File: config.mk
export PLATFORM = sky130hd
export DESIGN_NAME = ucc_channel_ctrl
export DESIGN_NICKNAME = d
export VERILOG_FILES = /design/src/rtl/ucc_pkg.sv /design/src/rtl/ucc_trigger_lookup.sv /design/src/rtl/ucc_channel_ctrl.sv
export SDC_FILE = /design/constraint.sdc
export NUM_CORES = 1
export LEC_CHECK = 0
export ABC_AREA = 1
export BUFFER_PORTS_ARGS = -buffer_cell sky130_fd_sc_hd__buf_4
export CORE_AREA = 3 3 109 111
export CTS_BUF_LIST = sky130_fd_sc_hd__clkbuf_2
export CTS_CLUSTER_DIAMETER = 200
export DETAILED_ROUTE_END_ITERATION = 7
export DIE_AREA = 0 0 112 114
export GPL_TIMING_DRIVEN = 0
export PLACE_DENSITY = 0.85
export RECOVER_POWER = 100
export SYNTH_ARGS = -nofsm -noshare
export SYNTH_HDL_FRONTEND = slang
export SYNTH_SLANG_ARGS = --single-unit
File: constraint.sdc
create_clock -name clk_i -period 2.5 [get_ports clk_i]
set_input_delay 0 -clock clk_i [delete_from_list [all_inputs] [get_ports clk_i]]
set_output_delay 0 -clock clk_i [all_outputs]
set_load 0.05 [all_outputs]
File: src/rtl/ucc_pkg.sv
// Constants for one serial channel's control and status registers.
// Assumes a 32-bit classic Wishbone bus with registers in byte lane 0.
package ucc_pkg;

    // Register byte addresses
    localparam logic [7:0] UCC_ADR_CAUSE    = 8'h00;
    localparam logic [7:0] UCC_ADR_SETUP    = 8'h04;
    localparam logic [7:0] UCC_ADR_FORMAT   = 8'h08;
    localparam logic [7:0] UCC_ADR_INT_EN   = 8'h0C;
    localparam logic [7:0] UCC_ADR_ENHANCED = 8'h10;
    localparam logic [7:0] UCC_ADR_FEATURE  = 8'h14;
    localparam logic [7:0] UCC_ADR_TX_PROG  = 8'h18;
    localparam logic [7:0] UCC_ADR_RX_PROG  = 8'h1C;
    localparam logic [7:0] UCC_ADR_LAST_FC  = 8'h20;

    // fifo_setup fields
    localparam int UCC_SETUP_EN     = 0;
    localparam int UCC_SETUP_RX_CLR = 1;
    localparam int UCC_SETUP_TX_CLR = 2;
    localparam int UCC_SETUP_BLOCK  = 3;
    localparam int UCC_SETUP_TX_LSB = 4;
    localparam int UCC_SETUP_RX_LSB = 6;

    // Other field positions
    localparam int UCC_ENH_BIT     = 4;
    localparam int UCC_FEAT_TABLE  = 6;
    localparam int UCC_IE_RX       = 0;
    localparam int UCC_IE_TX       = 1;
    localparam int UCC_IE_LINE     = 2;
    localparam int UCC_IE_MODEM    = 3;
    localparam int UCC_IE_FLOW     = 5;
    localparam int UCC_IE_RTS      = 6;
    localparam int UCC_IE_CTS      = 7;
    localparam int UCC_FMT_LEN_LSB = 0;
    localparam int UCC_FMT_STOP    = 2;
    localparam int UCC_FMT_PAR_EN  = 3;
    localparam int UCC_FMT_EVEN    = 4;
    localparam int UCC_FMT_FORCE   = 5;

    // Reset values
    localparam logic [7:0] UCC_RST_BYTE  = 8'h00;
    localparam logic [6:0] UCC_RST_PROG  = 7'h01;

    // Cause codes, bits 5:0
    localparam logic [5:0] UCC_CAUSE_LINE    = 6'h06;
    localparam logic [5:0] UCC_CAUSE_RX      = 6'h04;
    localparam logic [5:0] UCC_CAUSE_TIMEOUT = 6'h0C;
    localparam logic [5:0] UCC_CAUSE_TX      = 6'h02;
    localparam logic [5:0] UCC_CAUSE_MODEM   = 6'h00;
    localparam logic [5:0] UCC_CAUSE_FLOW    = 6'h10;
    localparam logic [5:0] UCC_CAUSE_CHANGE  = 6'h20;
    localparam logic [5:0] UCC_CAUSE_NONE    = 6'h01;

    // Trigger tables, entry index is the 2-bit select
    localparam logic [1:0] UCC_TABLE_A = 2'h0;
    localparam logic [1:0] UCC_TABLE_B = 2'h1;
    localparam logic [1:0] UCC_TABLE_C = 2'h2;
    localparam logic [3:0][6:0] UCC_RX_TAB_A = {7'h0E, 7'h08, 7'h04, 7'h01};
    localparam logic [6:0]      UCC_TX_TAB_A = 7'h01;
    localparam logic [3:0][6:0] UCC_RX_TAB_B = {7'h1C, 7'h18, 7'h10, 7'h08};
    localparam logic [3:0][6:0] UCC_TX_TAB_B = {7'h1E, 7'h18, 7'h08, 7'h10};
    localparam logic [3:0][6:0] UCC_RX_TAB_C = {7'h3C, 7'h38, 7'h10, 7'h08};
    localparam logic [3:0][6:0] UCC_TX_TAB_C = {7'h38, 7'h20, 7'h10, 7'h08};

    // Character lengths and parity kinds
    localparam logic [3:0] UCC_MIN_BITS   = 4'h5;
    localparam logic [1:0] UCC_PAR_ODD    = 2'h0;
    localparam logic [1:0] UCC_PAR_EVEN   = 2'h1;
    localparam logic [1:0] UCC_PAR_MARK   = 2'h2;
    localparam logic [1:0] UCC_PAR_SPACE  = 2'h3;

endpackage

File: src/rtl/ucc_trigger_lookup.sv
// Trigger level lookup for the shared receive and transmit table.
// Combinational; the caller registers the levels.
module ucc_trigger_lookup
    import ucc_pkg::*;
(
    input  wire logic [1:0] table_i,   // Shared table select
    input  wire logic [1:0] rx_sel_i,  // Receive level select
    input  wire logic [1:0] tx_sel_i,  // Transmit level select
    input  wire logic [6:0] rx_prog_i, // Programmable receive level
    input  wire logic [6:0] tx_prog_i, // Programmable transmit level
    output logic      [6:0] rx_lvl_o,  // Receive trigger level
    output logic      [6:0] tx_lvl_o   // Transmit trigger level
);

    // Shared table: the latest choice applies to both directions
    always_comb
    begin
        if (table_i == UCC_TABLE_A)
        begin
            rx_lvl_o = UCC_RX_TAB_A[rx_sel_i];
            tx_lvl_o = UCC_TX_TAB_A;
        end
        else if (table_i == UCC_TABLE_B)
        begin
            rx_lvl_o = UCC_RX_TAB_B[rx_sel_i];
            tx_lvl_o = UCC_TX_TAB_B[tx_sel_i];
        end
        else if (table_i == UCC_TABLE_C)
        begin
            rx_lvl_o = UCC_RX_TAB_C[rx_sel_i];
            tx_lvl_o = UCC_TX_TAB_C[tx_sel_i];
        end
        else
        begin
            rx_lvl_o = rx_prog_i;
            tx_lvl_o = tx_prog_i;
        end
    end

endmodule

File: src/rtl/ucc_channel_ctrl.sv
// Control and status registers of one serial channel:
// cause, FIFO setup, character format, enables, tables.
// Assumes a classic Wishbone master and a datapath on clk_i;
// flow pins arrive asynchronously.
//
// Overview of operation
// Cause bit 0 low while an enabled interrupt pends; reset 1.
// Cause bits 3:1 name the top pending source, levels one to four.
// Enhanced on: bit 4 flags Xon/Xoff match; cause read clears.
// Special match in bit 4 clears on cause read or next character.
// Enhanced on: bit 5 flags a rising CTS or RTS line.
// Cause bits 7:6 are 11 with FIFOs on, else 00.
// Setup bit 0 enables FIFOs, reset 0; gates the other bits.
// Setup bit 1 clears receive FIFO count, then self-clears.
// Setup bit 2 clears transmit FIFO count, then self-clears.
// Setup bit 3 block mode is stored only.
// Tx interrupt below trigger, or on empty after a low reload.
// Tx trigger select writable only while the enhanced bit is 1.
// Feature bits 7:6 pick one table shared by both directions.
// Tables A, B, C fixed; table D programmable.
// Reset selects 0: both triggers 1.
// Format bits 1:0 give 5 to 8 data bits.
// Format bit 2: 1.5 stop bits at length 5, else two.
// Format bit 3 adds parity on transmit, checks on receive.
// Format bit 4: odd (0) or even (1) parity unless forced.
// Format bit 5 forces parity: 1 if bit 4 is 0, else 0.
// Cause priority: line, rx, timeout, tx, modem, flow, change.
// A cause read clears a pending transmit-ready interrupt.
// FIFOs off: clears and triggers inactive; single holding.
module ucc_channel_ctrl
    import ucc_pkg::*;
(
    input  wire logic        clk_i,          // 200 MHz clock
    input  wire logic        rst_i,          // Synchronous reset, active high
    input  wire logic        wb_cyc_i,       // Wishbone cycle
    input  wire logic        wb_stb_i,       // Wishbone strobe
    input  wire logic        wb_we_i,        // Wishbone write enable
    input  wire logic [7:0]  wb_adr_i,       // Wishbone byte address
    input  wire logic [3:0]  wb_sel_i,       // Wishbone byte selects
    input  wire logic [31:0] wb_dat_i,       // Wishbone write data
    output logic      [31:0] wb_dat_o,       // Wishbone read data
    output logic             wb_ack_o,       // Wishbone acknowledge
    input  wire logic [6:0]  rx_level_i,     // Receive FIFO count
    input  wire logic [6:0]  tx_level_i,     // Transmit FIFO count
    input  wire logic        rx_timeout_i,   // Receive idle timeout level
    input  wire logic        line_err_i,     // Line state error level
    input  wire logic        modem_change_i, // Modem line state change level
    input  wire logic        modem_read_i,   // Pulse: modem line state read
    input  wire logic        rx_char_i,      // Pulse: character received
    input  wire logic        flow_match_i,   // Pulse: Xon or Xoff matched
    input  wire logic        flow_is_xoff_i, // Matched character was Xoff
    input  wire logic        special_i,      // Pulse: special character matched
    input  wire logic        cts_pin_i,      // CTS line, asynchronous
    input  wire logic        rts_pin_i,      // RTS line, asynchronous
    output logic             fifo_enable_o,  // FIFOs enabled
    output logic             rx_fifo_clr_o,  // Pulse: clear receive FIFO
    output logic             tx_fifo_clr_o,  // Pulse: clear transmit FIFO
    output logic      [6:0]  rx_trigger_o,   // Receive trigger level
    output logic      [6:0]  tx_trigger_o,   // Transmit trigger level
    output logic      [3:0]  data_bits_o,    // Data bits, 5 to 8
    output logic             stop_half_o,    // 1.5 stop bits
    output logic             stop_two_o,     // 2 stop bits
    output logic             parity_en_o,    // Parity bit present
    output logic      [1:0]  parity_kind_o   // Odd, even, mark, space
);

    typedef struct packed {
        logic        ack;
        logic [31:0] rdata;
        logic        fifo_en;
        logic        block_mode;
        logic [1:0]  rx_sel;
        logic [1:0]  tx_sel;
        logic [7:0]  format;
        logic [7:0]  int_en;
        logic [7:0]  enhanced;
        logic [7:0]  feature;
        logic [6:0]  tx_prog;
        logic [6:0]  rx_prog;
        logic        last_xoff;
        logic        tx_pend;
        logic        flow_pend;
        logic        spec_pend;
        logic        cts_pend;
        logic        rts_pend;
        logic [2:0]  cts_sync;
        logic [2:0]  rts_sync;
        logic        cts_st;
        logic        rts_st;
        logic [6:0]  tx_prev;
        logic        tx_above;
        logic        rx_clr;
        logic        tx_clr;
        logic [6:0]  rx_trig;
        logic [6:0]  tx_trig;
        logic [3:0]  data_bits;
        logic        stop_half;
        logic        stop_two;
        logic        par_en;
        logic [1:0]  par_kind;
    } ucc_state_type;

    ucc_state_type state;
    ucc_state_type next_state;

    logic [6:0] lut_rx;
    logic [6:0] lut_tx;

    // Settled level once the second and third stages agree
    function automatic logic settle(input logic [2:0] sync, input logic prev);
        settle = (sync[1] == sync[2]) ? sync[2] : prev;
    endfunction

    ucc_trigger_lookup u_lookup (
        .table_i   (state.feature[UCC_FEAT_TABLE +: 2]),
        .rx_sel_i  (state.rx_sel),
        .tx_sel_i  (state.tx_sel),
        .rx_prog_i (state.rx_prog),
        .tx_prog_i (state.tx_prog),
        .rx_lvl_o  (lut_rx),
        .tx_lvl_o  (lut_tx)
    );

    always_comb
    begin
        logic       req;
        logic       wr;
        logic       rd_cause;
        logic [7:0] wbyte;
        logic       enh;
        logic [6:0] rx_eff;
        logic [6:0] tx_eff;
        logic       src_line;
        logic       src_rx;
        logic       src_tmo;
        logic       src_tx;
        logic       src_mdm;
        logic       src_flow;
        logic       src_chg;
        logic [5:0] cause;
        logic [7:0] cause_byte;
        logic       tx_fall;
        logic       tx_empty;
        logic       cts_new;
        logic       rts_new;
        logic [7:0] rbyte;

        next_state = state;
        req   = wb_cyc_i & wb_stb_i & ~state.ack;
        wr    = req & wb_we_i & wb_sel_i[0];
        wbyte = wb_dat_i[7:0];
        enh   = state.enhanced[UCC_ENH_BIT];

        // Holding-register mode behaves as a trigger of one
        rx_eff = state.fifo_en ? lut_rx : UCC_RST_PROG;
        tx_eff = state.fifo_en ? lut_tx : UCC_RST_PROG;

        src_line = state.int_en[UCC_IE_LINE] & line_err_i;
        src_rx   = state.int_en[UCC_IE_RX] & (rx_level_i >= rx_eff);
        src_tmo  = state.int_en[UCC_IE_RX] & state.fifo_en & rx_timeout_i;
        src_tx   = state.int_en[UCC_IE_TX] & state.tx_pend;
        src_mdm  = state.int_en[UCC_IE_MODEM] & modem_change_i;
        src_flow = enh & state.int_en[UCC_IE_FLOW]
                   & (state.flow_pend | state.spec_pend);
        src_chg  = enh & ((state.int_en[UCC_IE_CTS] & state.cts_pend)
                   | (state.int_en[UCC_IE_RTS] & state.rts_pend));

        // Fixed priority, highest first
        if (src_line)
            cause = UCC_CAUSE_LINE;
        else if (src_rx)
            cause = UCC_CAUSE_RX;
        else if (src_tmo)
            cause = UCC_CAUSE_TIMEOUT;
        else if (src_tx)
            cause = UCC_CAUSE_TX;
        else if (src_mdm)
            cause = UCC_CAUSE_MODEM;
        else if (src_flow)
            cause = UCC_CAUSE_FLOW;
        else if (src_chg)
            cause = UCC_CAUSE_CHANGE;
        else
            cause = UCC_CAUSE_NONE;
        cause_byte = {{2{state.fifo_en}}, cause};

        // Register read mux
        rbyte = UCC_RST_BYTE;
        if (wb_adr_i == UCC_ADR_CAUSE)
            rbyte = cause_byte;
        else if (wb_adr_i == UCC_ADR_FORMAT)
            rbyte = state.format;
        else if (wb_adr_i == UCC_ADR_INT_EN)
            rbyte = state.int_en;
        else if (wb_adr_i == UCC_ADR_ENHANCED)
            rbyte = state.enhanced;
        else if (wb_adr_i == UCC_ADR_FEATURE)
            rbyte = state.feature;
        else if (wb_adr_i == UCC_ADR_TX_PROG)
            rbyte = {1'b0, state.tx_prog};
        else if (wb_adr_i == UCC_ADR_RX_PROG)
            rbyte = {1'b0, state.rx_prog};
        else if (wb_adr_i == UCC_ADR_LAST_FC)
            rbyte = {7'h00, state.last_xoff};

        // Every request is answered, unmapped or not, one cycle later
        next_state.ack   = req;
        next_state.rdata = req ? {24'h000000, rbyte} : 32'h00000000;
        rd_cause = req & ~wb_we_i & (wb_adr_i == UCC_ADR_CAUSE);

        next_state.rx_clr = 1'b0;
        next_state.tx_clr = 1'b0;

        // Register writes
        if (wr && wb_adr_i == UCC_ADR_SETUP)
        begin
            next_state.fifo_en = wbyte[UCC_SETUP_EN];
            if (wbyte[UCC_SETUP_EN])
            begin
                next_state.rx_clr     = wbyte[UCC_SETUP_RX_CLR];
                next_state.tx_clr     = wbyte[UCC_SETUP_TX_CLR];
                next_state.block_mode = wbyte[UCC_SETUP_BLOCK];
                next_state.rx_sel     = wbyte[UCC_SETUP_RX_LSB +: 2];
                if (enh)
                    next_state.tx_sel = wbyte[UCC_SETUP_TX_LSB +: 2];
            end
        end
        else if (wr && wb_adr_i == UCC_ADR_FORMAT)
            next_state.format = wbyte;
        else if (wr && wb_adr_i == UCC_ADR_INT_EN)
            next_state.int_en = wbyte;
        else if (wr && wb_adr_i == UCC_ADR_ENHANCED)
            next_state.enhanced = wbyte;
        else if (wr && wb_adr_i == UCC_ADR_FEATURE)
            next_state.feature = wbyte;
        else if (wr && wb_adr_i == UCC_ADR_TX_PROG)
            next_state.tx_prog = wbyte[6:0];
        else if (wr && wb_adr_i == UCC_ADR_RX_PROG)
            next_state.rx_prog = wbyte[6:0];

        // Transmit ready: crossing below trigger, or emptied after a low reload
        tx_fall  = (state.tx_prev >= tx_eff) && (tx_level_i < tx_eff);
        tx_empty = (state.tx_prev != 7'h00) && (tx_level_i == 7'h00)
                   && ~state.tx_above;
        next_state.tx_prev = tx_level_i;
        if (tx_level_i == 7'h00)
            next_state.tx_above = 1'b0;
        else if (tx_level_i > tx_eff)
            next_state.tx_above = 1'b1;

        // Set wins over clear on every sticky flag
        if (tx_fall || tx_empty)
            next_state.tx_pend = 1'b1;
        else if (rd_cause)
            next_state.tx_pend = 1'b0;

        if (enh && flow_match_i)
        begin
            next_state.flow_pend = 1'b1;
            next_state.last_xoff = flow_is_xoff_i;
        end
        else if (rd_cause)
            next_state.flow_pend = 1'b0;

        if (enh && special_i)
            next_state.spec_pend = 1'b1;
        else if (rd_cause || rx_char_i)
            next_state.spec_pend = 1'b0;

        // Flow line edges, three-stage synchronised
        next_state.cts_sync = {state.cts_sync[1:0], cts_pin_i};
        next_state.rts_sync = {state.rts_sync[1:0], rts_pin_i};
        cts_new = settle(state.cts_sync, state.cts_st);
        rts_new = settle(state.rts_sync, state.rts_st);
        next_state.cts_st = cts_new;
        next_state.rts_st = rts_new;
        if (enh && cts_new && !state.cts_st)
            next_state.cts_pend = 1'b1;
        else if (modem_read_i)
            next_state.cts_pend = 1'b0;
        if (enh && rts_new && !state.rts_st)
            next_state.rts_pend = 1'b1;
        else if (modem_read_i)
            next_state.rts_pend = 1'b0;

        // Registered copies for the outputs
        next_state.rx_trig   = rx_eff;
        next_state.tx_trig   = tx_eff;
        next_state.data_bits = UCC_MIN_BITS
                               + {2'b00, state.format[UCC_FMT_LEN_LSB +: 2]};
        next_state.stop_half = state.format[UCC_FMT_STOP]
                               & (state.format[UCC_FMT_LEN_LSB +: 2] == 2'h0);
        next_state.stop_two  = state.format[UCC_FMT_STOP]
                               & (state.format[UCC_FMT_LEN_LSB +: 2] != 2'h0);
        next_state.par_en    = state.format[UCC_FMT_PAR_EN];
        if (!state.format[UCC_FMT_FORCE])
            next_state.par_kind = state.format[UCC_FMT_EVEN]
                                  ? UCC_PAR_EVEN : UCC_PAR_ODD;
        else
            next_state.par_kind = state.format[UCC_FMT_EVEN]
                                  ? UCC_PAR_SPACE : UCC_PAR_MARK;
    end

    always_ff @(posedge clk_i)
    begin
        if (rst_i)
        begin
            state            <= '0;
            state.rx_trig    <= UCC_RST_PROG;
            state.tx_trig    <= UCC_RST_PROG;
            state.rx_prog    <= UCC_RST_PROG;
            state.tx_prog    <= UCC_RST_PROG;
            state.data_bits  <= UCC_MIN_BITS;
            state.format     <= UCC_RST_BYTE;
            state.par_kind   <= UCC_PAR_ODD;
        end
        else
        begin
            state <= next_state;
        end
    end

    assign wb_dat_o      = state.rdata;
    assign wb_ack_o      = state.ack;
    assign fifo_enable_o = state.fifo_en;
    assign rx_fifo_clr_o = state.rx_clr;
    assign tx_fifo_clr_o = state.tx_clr;
    assign rx_trigger_o  = state.rx_trig;
    assign tx_trigger_o  = state.tx_trig;
    assign data_bits_o   = state.data_bits;
    assign stop_half_o   = state.stop_half;
    assign stop_two_o    = state.stop_two;
    assign parity_en_o   = state.par_en;
    assign parity_kind_o = state.par_kind;

endmodule

==> results of run 1 <==
per-stage QoR:
stage                     TNS [ps]    util  std cells  hold slack [ps]
after floorplan                  0       -        718            103.5
after global placement      -187.7  0.5796        937            202.7
after detailed placement    -770.7  0.5796        937            208.0
after CTS                        0  0.6388       1003            106.1
after global routing        -244.9  0.6439       1012            73.64
final                            0  0.6439       1012            81.62
cell families (layout without fill, tap and decap cells):
kind of cell	after synthesis	after routing
flip-flops	107	107
AO/OA/AOI/OAI	124	124
buffers and inverters	151	305
adder cells (fa/ha/maj)	26	26
AND/OR/NAND/NOR	286	286
other	1	24
cells in the final DEF (no fill, tap or decap), drive strengths merged, types with 6 or more instances in the layout:
cell type / count
dfxtp: 107
conb: 24
o21ai: 32
buf: 124
clkinv: 6
a211oi: 22
a21oi: 55
dlygate4sd3: 49
clkbuf: 47
inv: 77
nor2: 116
nand4: 13
nand3: 30
ha: 26
nand2: 118
worst paths after layout:
check | startpoint | to | slack [ps] | cells past startpoint
hold reg to reg | next_state[39] | next_state[40] | 440 | 2
setup reg to reg | state[67] | wb_dat_o[3] | 60 | 16
setup / recovery | state[67] | wb_dat_o[3] | 60 | 16
hold / removal | rx_level_i[4] | wb_dat_o[4] | 80 | 7
what timing repair did:
item / CTS / global route
endpoints found under the hold margin: 80 / 0
buffers inserted: 0 / 10
gates resized for setup: 5 / 25
hold buffers: 50 / 0
cloned: 0 / 0
setup endpoints to repair: 7 / 9
pin swaps: 0 / 15
report_power, final:
group | internal [W] | switching (W)
Combinational | 0.000160 | 0.000242
Clock | 0.000336 | 0.000565
Sequential | 0.00173 | 0.00000747
critical path: cells and delay by family (launching register included):
kind / cells / cell delay, ps
fa+ha+maj: 1 / 350
simple gates: 10 / 980
flops: 1 / 480
buf+inv: 3 / 270
compound gates: 2 / 300
flip-flops by register name, summed over array words and instances, names as in the netlist:
name           flops
state             67
wb_dat_o           8
rx_trigger_o       7
tx_trigger_o       7
next_state         5
data_bits_o        4
parity_kind_o      2
fifo_enable_o      1
parity_en_o        1
rx_fifo_clr_o      1
stop_half_o        1
stop_two_o         1
tx_fifo_clr_o      1
wb_ack_o           1
metal layers:
layer | track usage | vias up | part of all wire | wire length [µm]
met3 | 0.04138 | 36 | 0.086 | 1217
met5 | 0 | - | 0 | 0
met2 | 0.3689 | 231 | 0.48 | 6805
li1 | - | 2539 | - | -
met4 | 0.08253 | 0 | 0.026 | 370
met1 | 0.2798 | 2245 | 0.41 | 5763
layout make-up:
class / instances / area (µm²) / share of cell area
clock buffers: 11 / 55.05 / 0.007853
plain buffers: 71 / 518.0 / 0.07389
well taps: 140 / 175.2 / 0.02499
clock inverters: 5 / 77.57 / 0.01107
inverters: 80 / 310.3 / 0.04426
multi-input cells: 460 / 2653 / 0.3784
flip-flops and latches: 107 / 2146 / 0.3061
repair buffers: 138 / 1076 / 0.1535
==> flow_metrics.env, run 1 <==
export IMPL_power_density_nw_per_um2=433.0
export IMPL_cpPeakStageDelay_ps=480
export IMPL_clock_latency_ps=610
export IMPL_tritoncts="done"
export IMPL_start_util=0.5011
export IMPL_synth_fa_ha_area_frac=0.05962
export IMPL_synth_xor_area_frac=0
export IMPL_cts_made_buffers=9
export IMPL_first_iter_violations=483
export IMPL_clockRootBuffer="clkbuf_2"
export IMPL_cts_buffer_depth=2
export IMPL_place_ws_ps=-157.8
export IMPL_synth_cell_types=41
export IMPL_end_kind="register"
export IMPL_route_detailed_drc=0
export IMPL_dp_hpwl_um=10040
export IMPL_wl_per_cell_um=13.99
export IMPL_routed_wl_um=14160
export IMPL_synth_top_family_by_area="simple AND/OR/NAND/NOR gates"
export IMPL_worstPathMaxFanout=6
export IMPL_overflow=0
export IMPL_antenna_left=0
export IMPL_die_area_um2=12770
export IMPL_finalWeightedCongestion=0.9183
export IMPL_worst_clock_skew_ps=36.93
export IMPL_synthTopCellsByArea="dfxtp_1, nand2_1, buf_4"
export IMPL_cp_start_kind="register"
export IMPL_synth_top_area_share=0.3926
export IMPL_hold_violations=0
export IMPL_top_level_ports=132
export IMPL_areaGrowthSynthToFinish_pct=28.48
export IMPL_required_ps=3050
export IMPL_num_vias=5051
export IMPL_grt_pass1_vias=4667
export IMPL_nets=966
export IMPL_antenna_diode_count=0
export IMPL_finalCritPeriodShare=0.9767
export IMPL_clock_sinks=107
export IMPL_path_cells="inv_2 > nor2_1 > nor2_4 > inv_2 > o211ai_1 > ha_1 > nand2_1 > nand2_1 > a21oi_1 > nand3_2 > nand2_4 > buf_6 > nand3_2 > nor2_1 > nor2_1 > nor2_1"
export IMPL_ys_warn_count=0
export IMPL_drv_cap=0
export IMPL_slew_violations=0
export IMPL_layout_setup_ws_ps=58.35
export IMPL_grt_max_degree=17
export IMPL_fill_cells=919
export IMPL_synthTopCellsByCount="nand2_1, dfxtp_1, nor2_1, inv_1"
export IMPL_layout_drive_gt1_share=0.2420
export IMPL_place_area_um2=6311
export IMPL_syn_area_um2=5456
export IMPL_htree_num_levels=3
export IMPL_worstHoldPathType="primary input to register"
export IMPL_p_leak_nw=3.242
export IMPL_synth_seq_cells=107
export IMPL_die_height_um=114
export IMPL_cts_clk_slew_worst_paths_ps=280
export IMPL_tightest_slew_ps=713.5
export IMPL_synthFlopType="dfxtp_1"
export IMPL_maxSlewHeadroom=0.5243
export IMPL_die_x_um=112
export IMPL_final_area_um2=7010
export IMPL_path_class="register to register"
export IMPL_async_reset_ff_frac=0
export IMPL_rsz0062_at_grt="true"
export IMPL_worst_ep_arrival_time_ps=2990
export IMPL_max_freq_ghz=0.4096
export IMPL_p_total_w=0.003035
export IMPL_core_um2=10890
export IMPL_antenna_found_initial=0
export IMPL_port_buffers=79
export IMPL_num_rows=38
export IMPL_outcome="complete, no violations"
export IMPL_peakVddDrop_v=0.0003468
export IMPL_synth_seq_area_share=0.3926
export IMPL_synthSimpleGateAreaFrac=0.2536
export IMPL_track_usage=0.2189
export IMPL_setup_viol=0
export IMPL_synth_largest_area_cell="dfxtp_1"
export IMPL_muxShareOfSynthArea=0
export IMPL_drtPass1Iterations=5
export IMPL_finalCriticalPeriod_ps=2442
export IMPL_netlist_instances=695
export IMPL_grt_pass1_wl_um=22560
export IMPL_synth_compound_area_share=0.1435
export IMPL_avgViaCountPerCell=4.991
export IMPL_synth_most_common_cell="nand2_1"
export IMPL_synth_edf_count=0
export IMPL_cp_common_cell="nor2_1"
export IMPL_syn_area_per_cell_um2=7.851
export IMPL_cpMaxStageDelayCell="dfxtp_4"
(Power assumes the default switching activity.)
==> run 2, diff against run 1 <==
- ABC_AREA: 1 -> not set
- CORE_AREA: 3 3 109 111 -> 3 3 108 110
- DIE_AREA: 0 0 112 114 -> 0 0 111 113
- PLACE_DENSITY: 0.85 -> 0.86
==> flow_metrics.env, run 2 <==
export IMPL_p_leak_nw=3.037
export IMPL_nets=850
export IMPL_regMostFlops="state"
export IMPL_wl_per_cell_um=17.69
export IMPL_cts_made_buffers=9
export IMPL_htree_num_levels=3
export IMPL_p_total_w=0.003255
export IMPL_synth_seq_cells=107
export IMPL_dp_hpwl_um=11270
export IMPL_synth_largest_area_cell="dfxtp_1"
export IMPL_cp_top_family="compound AO/OA/AOI/OAI gates"
export IMPL_drv_cap=0
export IMPL_worst_ep_arrival_time_ps=2870
export IMPL_clockRootBuffer="clkbuf_2"
export IMPL_syn_area_per_cell_um2=8.976
export IMPL_finalCriticalPeriod_ps=2362
export IMPL_avgViaCountPerCell=5.520
export IMPL_finalWeightedCongestion=0.9111
export IMPL_die_area_um2=12540
export IMPL_holdWs_ps=51.89
export IMPL_grt_pass1_vias=4936
export IMPL_outcome="complete, no violations"
export IMPL_antenna_left=0
export IMPL_critPathBufInv=1
export IMPL_cpMaxStageDelayCell="dfxtp_4"
export IMPL_tritoncts="done"
export IMPL_maxSlewHeadroom=0.4632
export IMPL_drtPass1Iterations=5
export IMPL_worst_clock_skew_ps=17.37
export IMPL_die_x_um=111
export IMPL_num_vias=4951
export IMPL_worstPathMaxFanout=10
export IMPL_cts_clk_slew_worst_paths_ps=270
export IMPL_overflow=0
export IMPL_path_cells="clkbuf_2 > nand2_1 > o21ai_1 > nand3_1 > ha_1 > a211oi_2 > nor2_1 > nor3_2 > o21ai_2 > a2111oi_2"
export IMPL_synth_top_area_share=0.3984
export IMPL_routed_wl_um=15870
export IMPL_rsz0062_at_grt="true"
export IMPL_peakVddDrop_v=0.0002480
export IMPL_synth_edf_count=0
export IMPL_synth_cell_types=60
export IMPL_ys_warn_count=0
export IMPL_async_reset_ff_frac=0
export IMPL_port_buffers=76
export IMPL_die_height_um=113
export IMPL_syn_area_um2=5376
export IMPL_required_ps=3010
export IMPL_setup_viol=0
export IMPL_num_rows=38
export IMPL_cpPeakStageDelay_ps=460
export IMPL_clock_latency_ps=590
export IMPL_power_density_nw_per_um2=469.7
export IMPL_final_common_cell="buf_4"
export IMPL_cts_buffer_depth=2
export IMPL_start_util=0.4981
export IMPL_synthTopCellsByArea="dfxtp_1, buf_4, mux2i_1"
export IMPL_synthFlopType="dfxtp_1"
export IMPL_antenna_found_initial=1
export IMPL_slew_violations=0
export IMPL_synth_most_common_cell="dfxtp_1"
export IMPL_netlist_instances=599
export IMPL_cp_start_kind="register"
export IMPL_first_iter_violations=354
export IMPL_hold_violations=0
export IMPL_track_usage=0.2484
export IMPL_grt_pass1_wl_um=24670
export IMPL_top_level_ports=132
export IMPL_largest_register_ff_count=67
export IMPL_tightest_slew_ps=797.8
export IMPL_end_kind="register"
export IMPL_max_freq_ghz=0.4234
export IMPL_areaGrowthSynthToFinish_pct=28.90
export IMPL_clock_sinks=107
export IMPL_worstHoldPathType="primary input to register"
export IMPL_layout_drive_gt1_share=0.2632
export IMPL_final_cell_mix="buf_4, dfxtp_1, nor2_1"
export IMPL_finalCritPeriodShare=0.9448
export IMPL_synthTopCellsByCount="dfxtp_1, nor2_1, nand2_1, buf_4, a21oi_1"
export IMPL_grt_max_degree=17
export IMPL_path_class="register to register"
export IMPL_core_um2=10790
export IMPL_synth_seq_area_share=0.3984
export IMPL_route_detailed_drc=0
[run 2: cell count changes after synthesis, sizes merged, moves of 6 or more]
cell and delta:
a211oi -17, a21oi -18, clkbuf +17, inv -60, mux2i +34, mux4 +6, nand2 -62, nand2b +12
nand3 -9, nand4 -6, nor2 -55, nor2b +24, o21ai -9
[run 2: layout make-up]
class	instances	area [µm²]
well taps	140	175.2
diodes	1	2.502
fillers	889	3862
plain buffers	84	591.8
inverters	17	63.81
clock buffers	11	55.05
flip-flops and latches	107	2152
repair buffers	120	1006
clock inverters	5	125.1
multi-input cells	412	2759
[run 2: worst min-delay path, cell delays in order]
cell,delay (ps)
buf_4,80
or4_4,150
nor2_1,60
clkbuf_8,170
nand4_1,90
a21oi_1,70
[run 2: timing repair]
action                                  in CTS  in global routing
endpoints found under the hold margin       81                  0
gates resized for setup                     22                 15
hold buffers                                42                  0
buffers inserted                             2                  0
endpoints found under the setup margin       8                  8
pin swaps                                    3                  3
[run 2: worst paths after layout]
check                      start  depth (start not counted)              to  slack [ps]
hold / removal       wb_adr_i[6]                          6       state[61]          50
hold reg to reg   next_state[39]                          1  next_state[40]         470
setup reg to reg       state[67]                         10     wb_dat_o[1]         140
setup / recovery       state[67]                         10     wb_dat_o[1]         140
[run 2: per-layer routing]
| metal | routed length, µm | global-route usage | up-vias |
|---|---|---|---|
| li1 | - | - | 2311 |
| met1 | 6106 | 0.2797 | 2320 |
| met2 | 7753 | 0.4438 | 250 |
| met3 | 1243 | 0.04118 | 70 |
| met4 | 768 | 0.1453 | 0 |
| met5 | 0 | 0 | - |
[run 2: power breakdown]
group / switching (W) / internal [W]
clock network: 0.000566 / 0.000536
registers: 0.00000835 / 0.00172
logic: 0.000244 / 0.000176
total: 0.000818 / 0.00244
[run 2: cell families after synthesis]
kind of cell             share of synthesized area
multiplexers                               0.08890
adder cells (fa/ha/maj)                    0.06423
AND/OR/NAND/NOR                             0.2071
other                                    0.0006975
AO/OA/AOI/OAI                               0.1194
flip-flops                                  0.3984
buffers and inverters                       0.1212
[run 2: through the flow]
step,util,instances,setup TNS (ps),setup slack (ps),area (µm²)
2_1_floorplan,-,622,0,135.3,5464
3_3_place_gp,0.5754,838,-1685,-443.2,6210
3_5_place_dp,0.5754,838,-2667,-573.8,6210
4_1_cts,0.6363,896,0,24.38,6868
5_1_grt,0.6421,897,-24.14,-11.83,6930
6_report,0.6421,897,0,138.0,6930
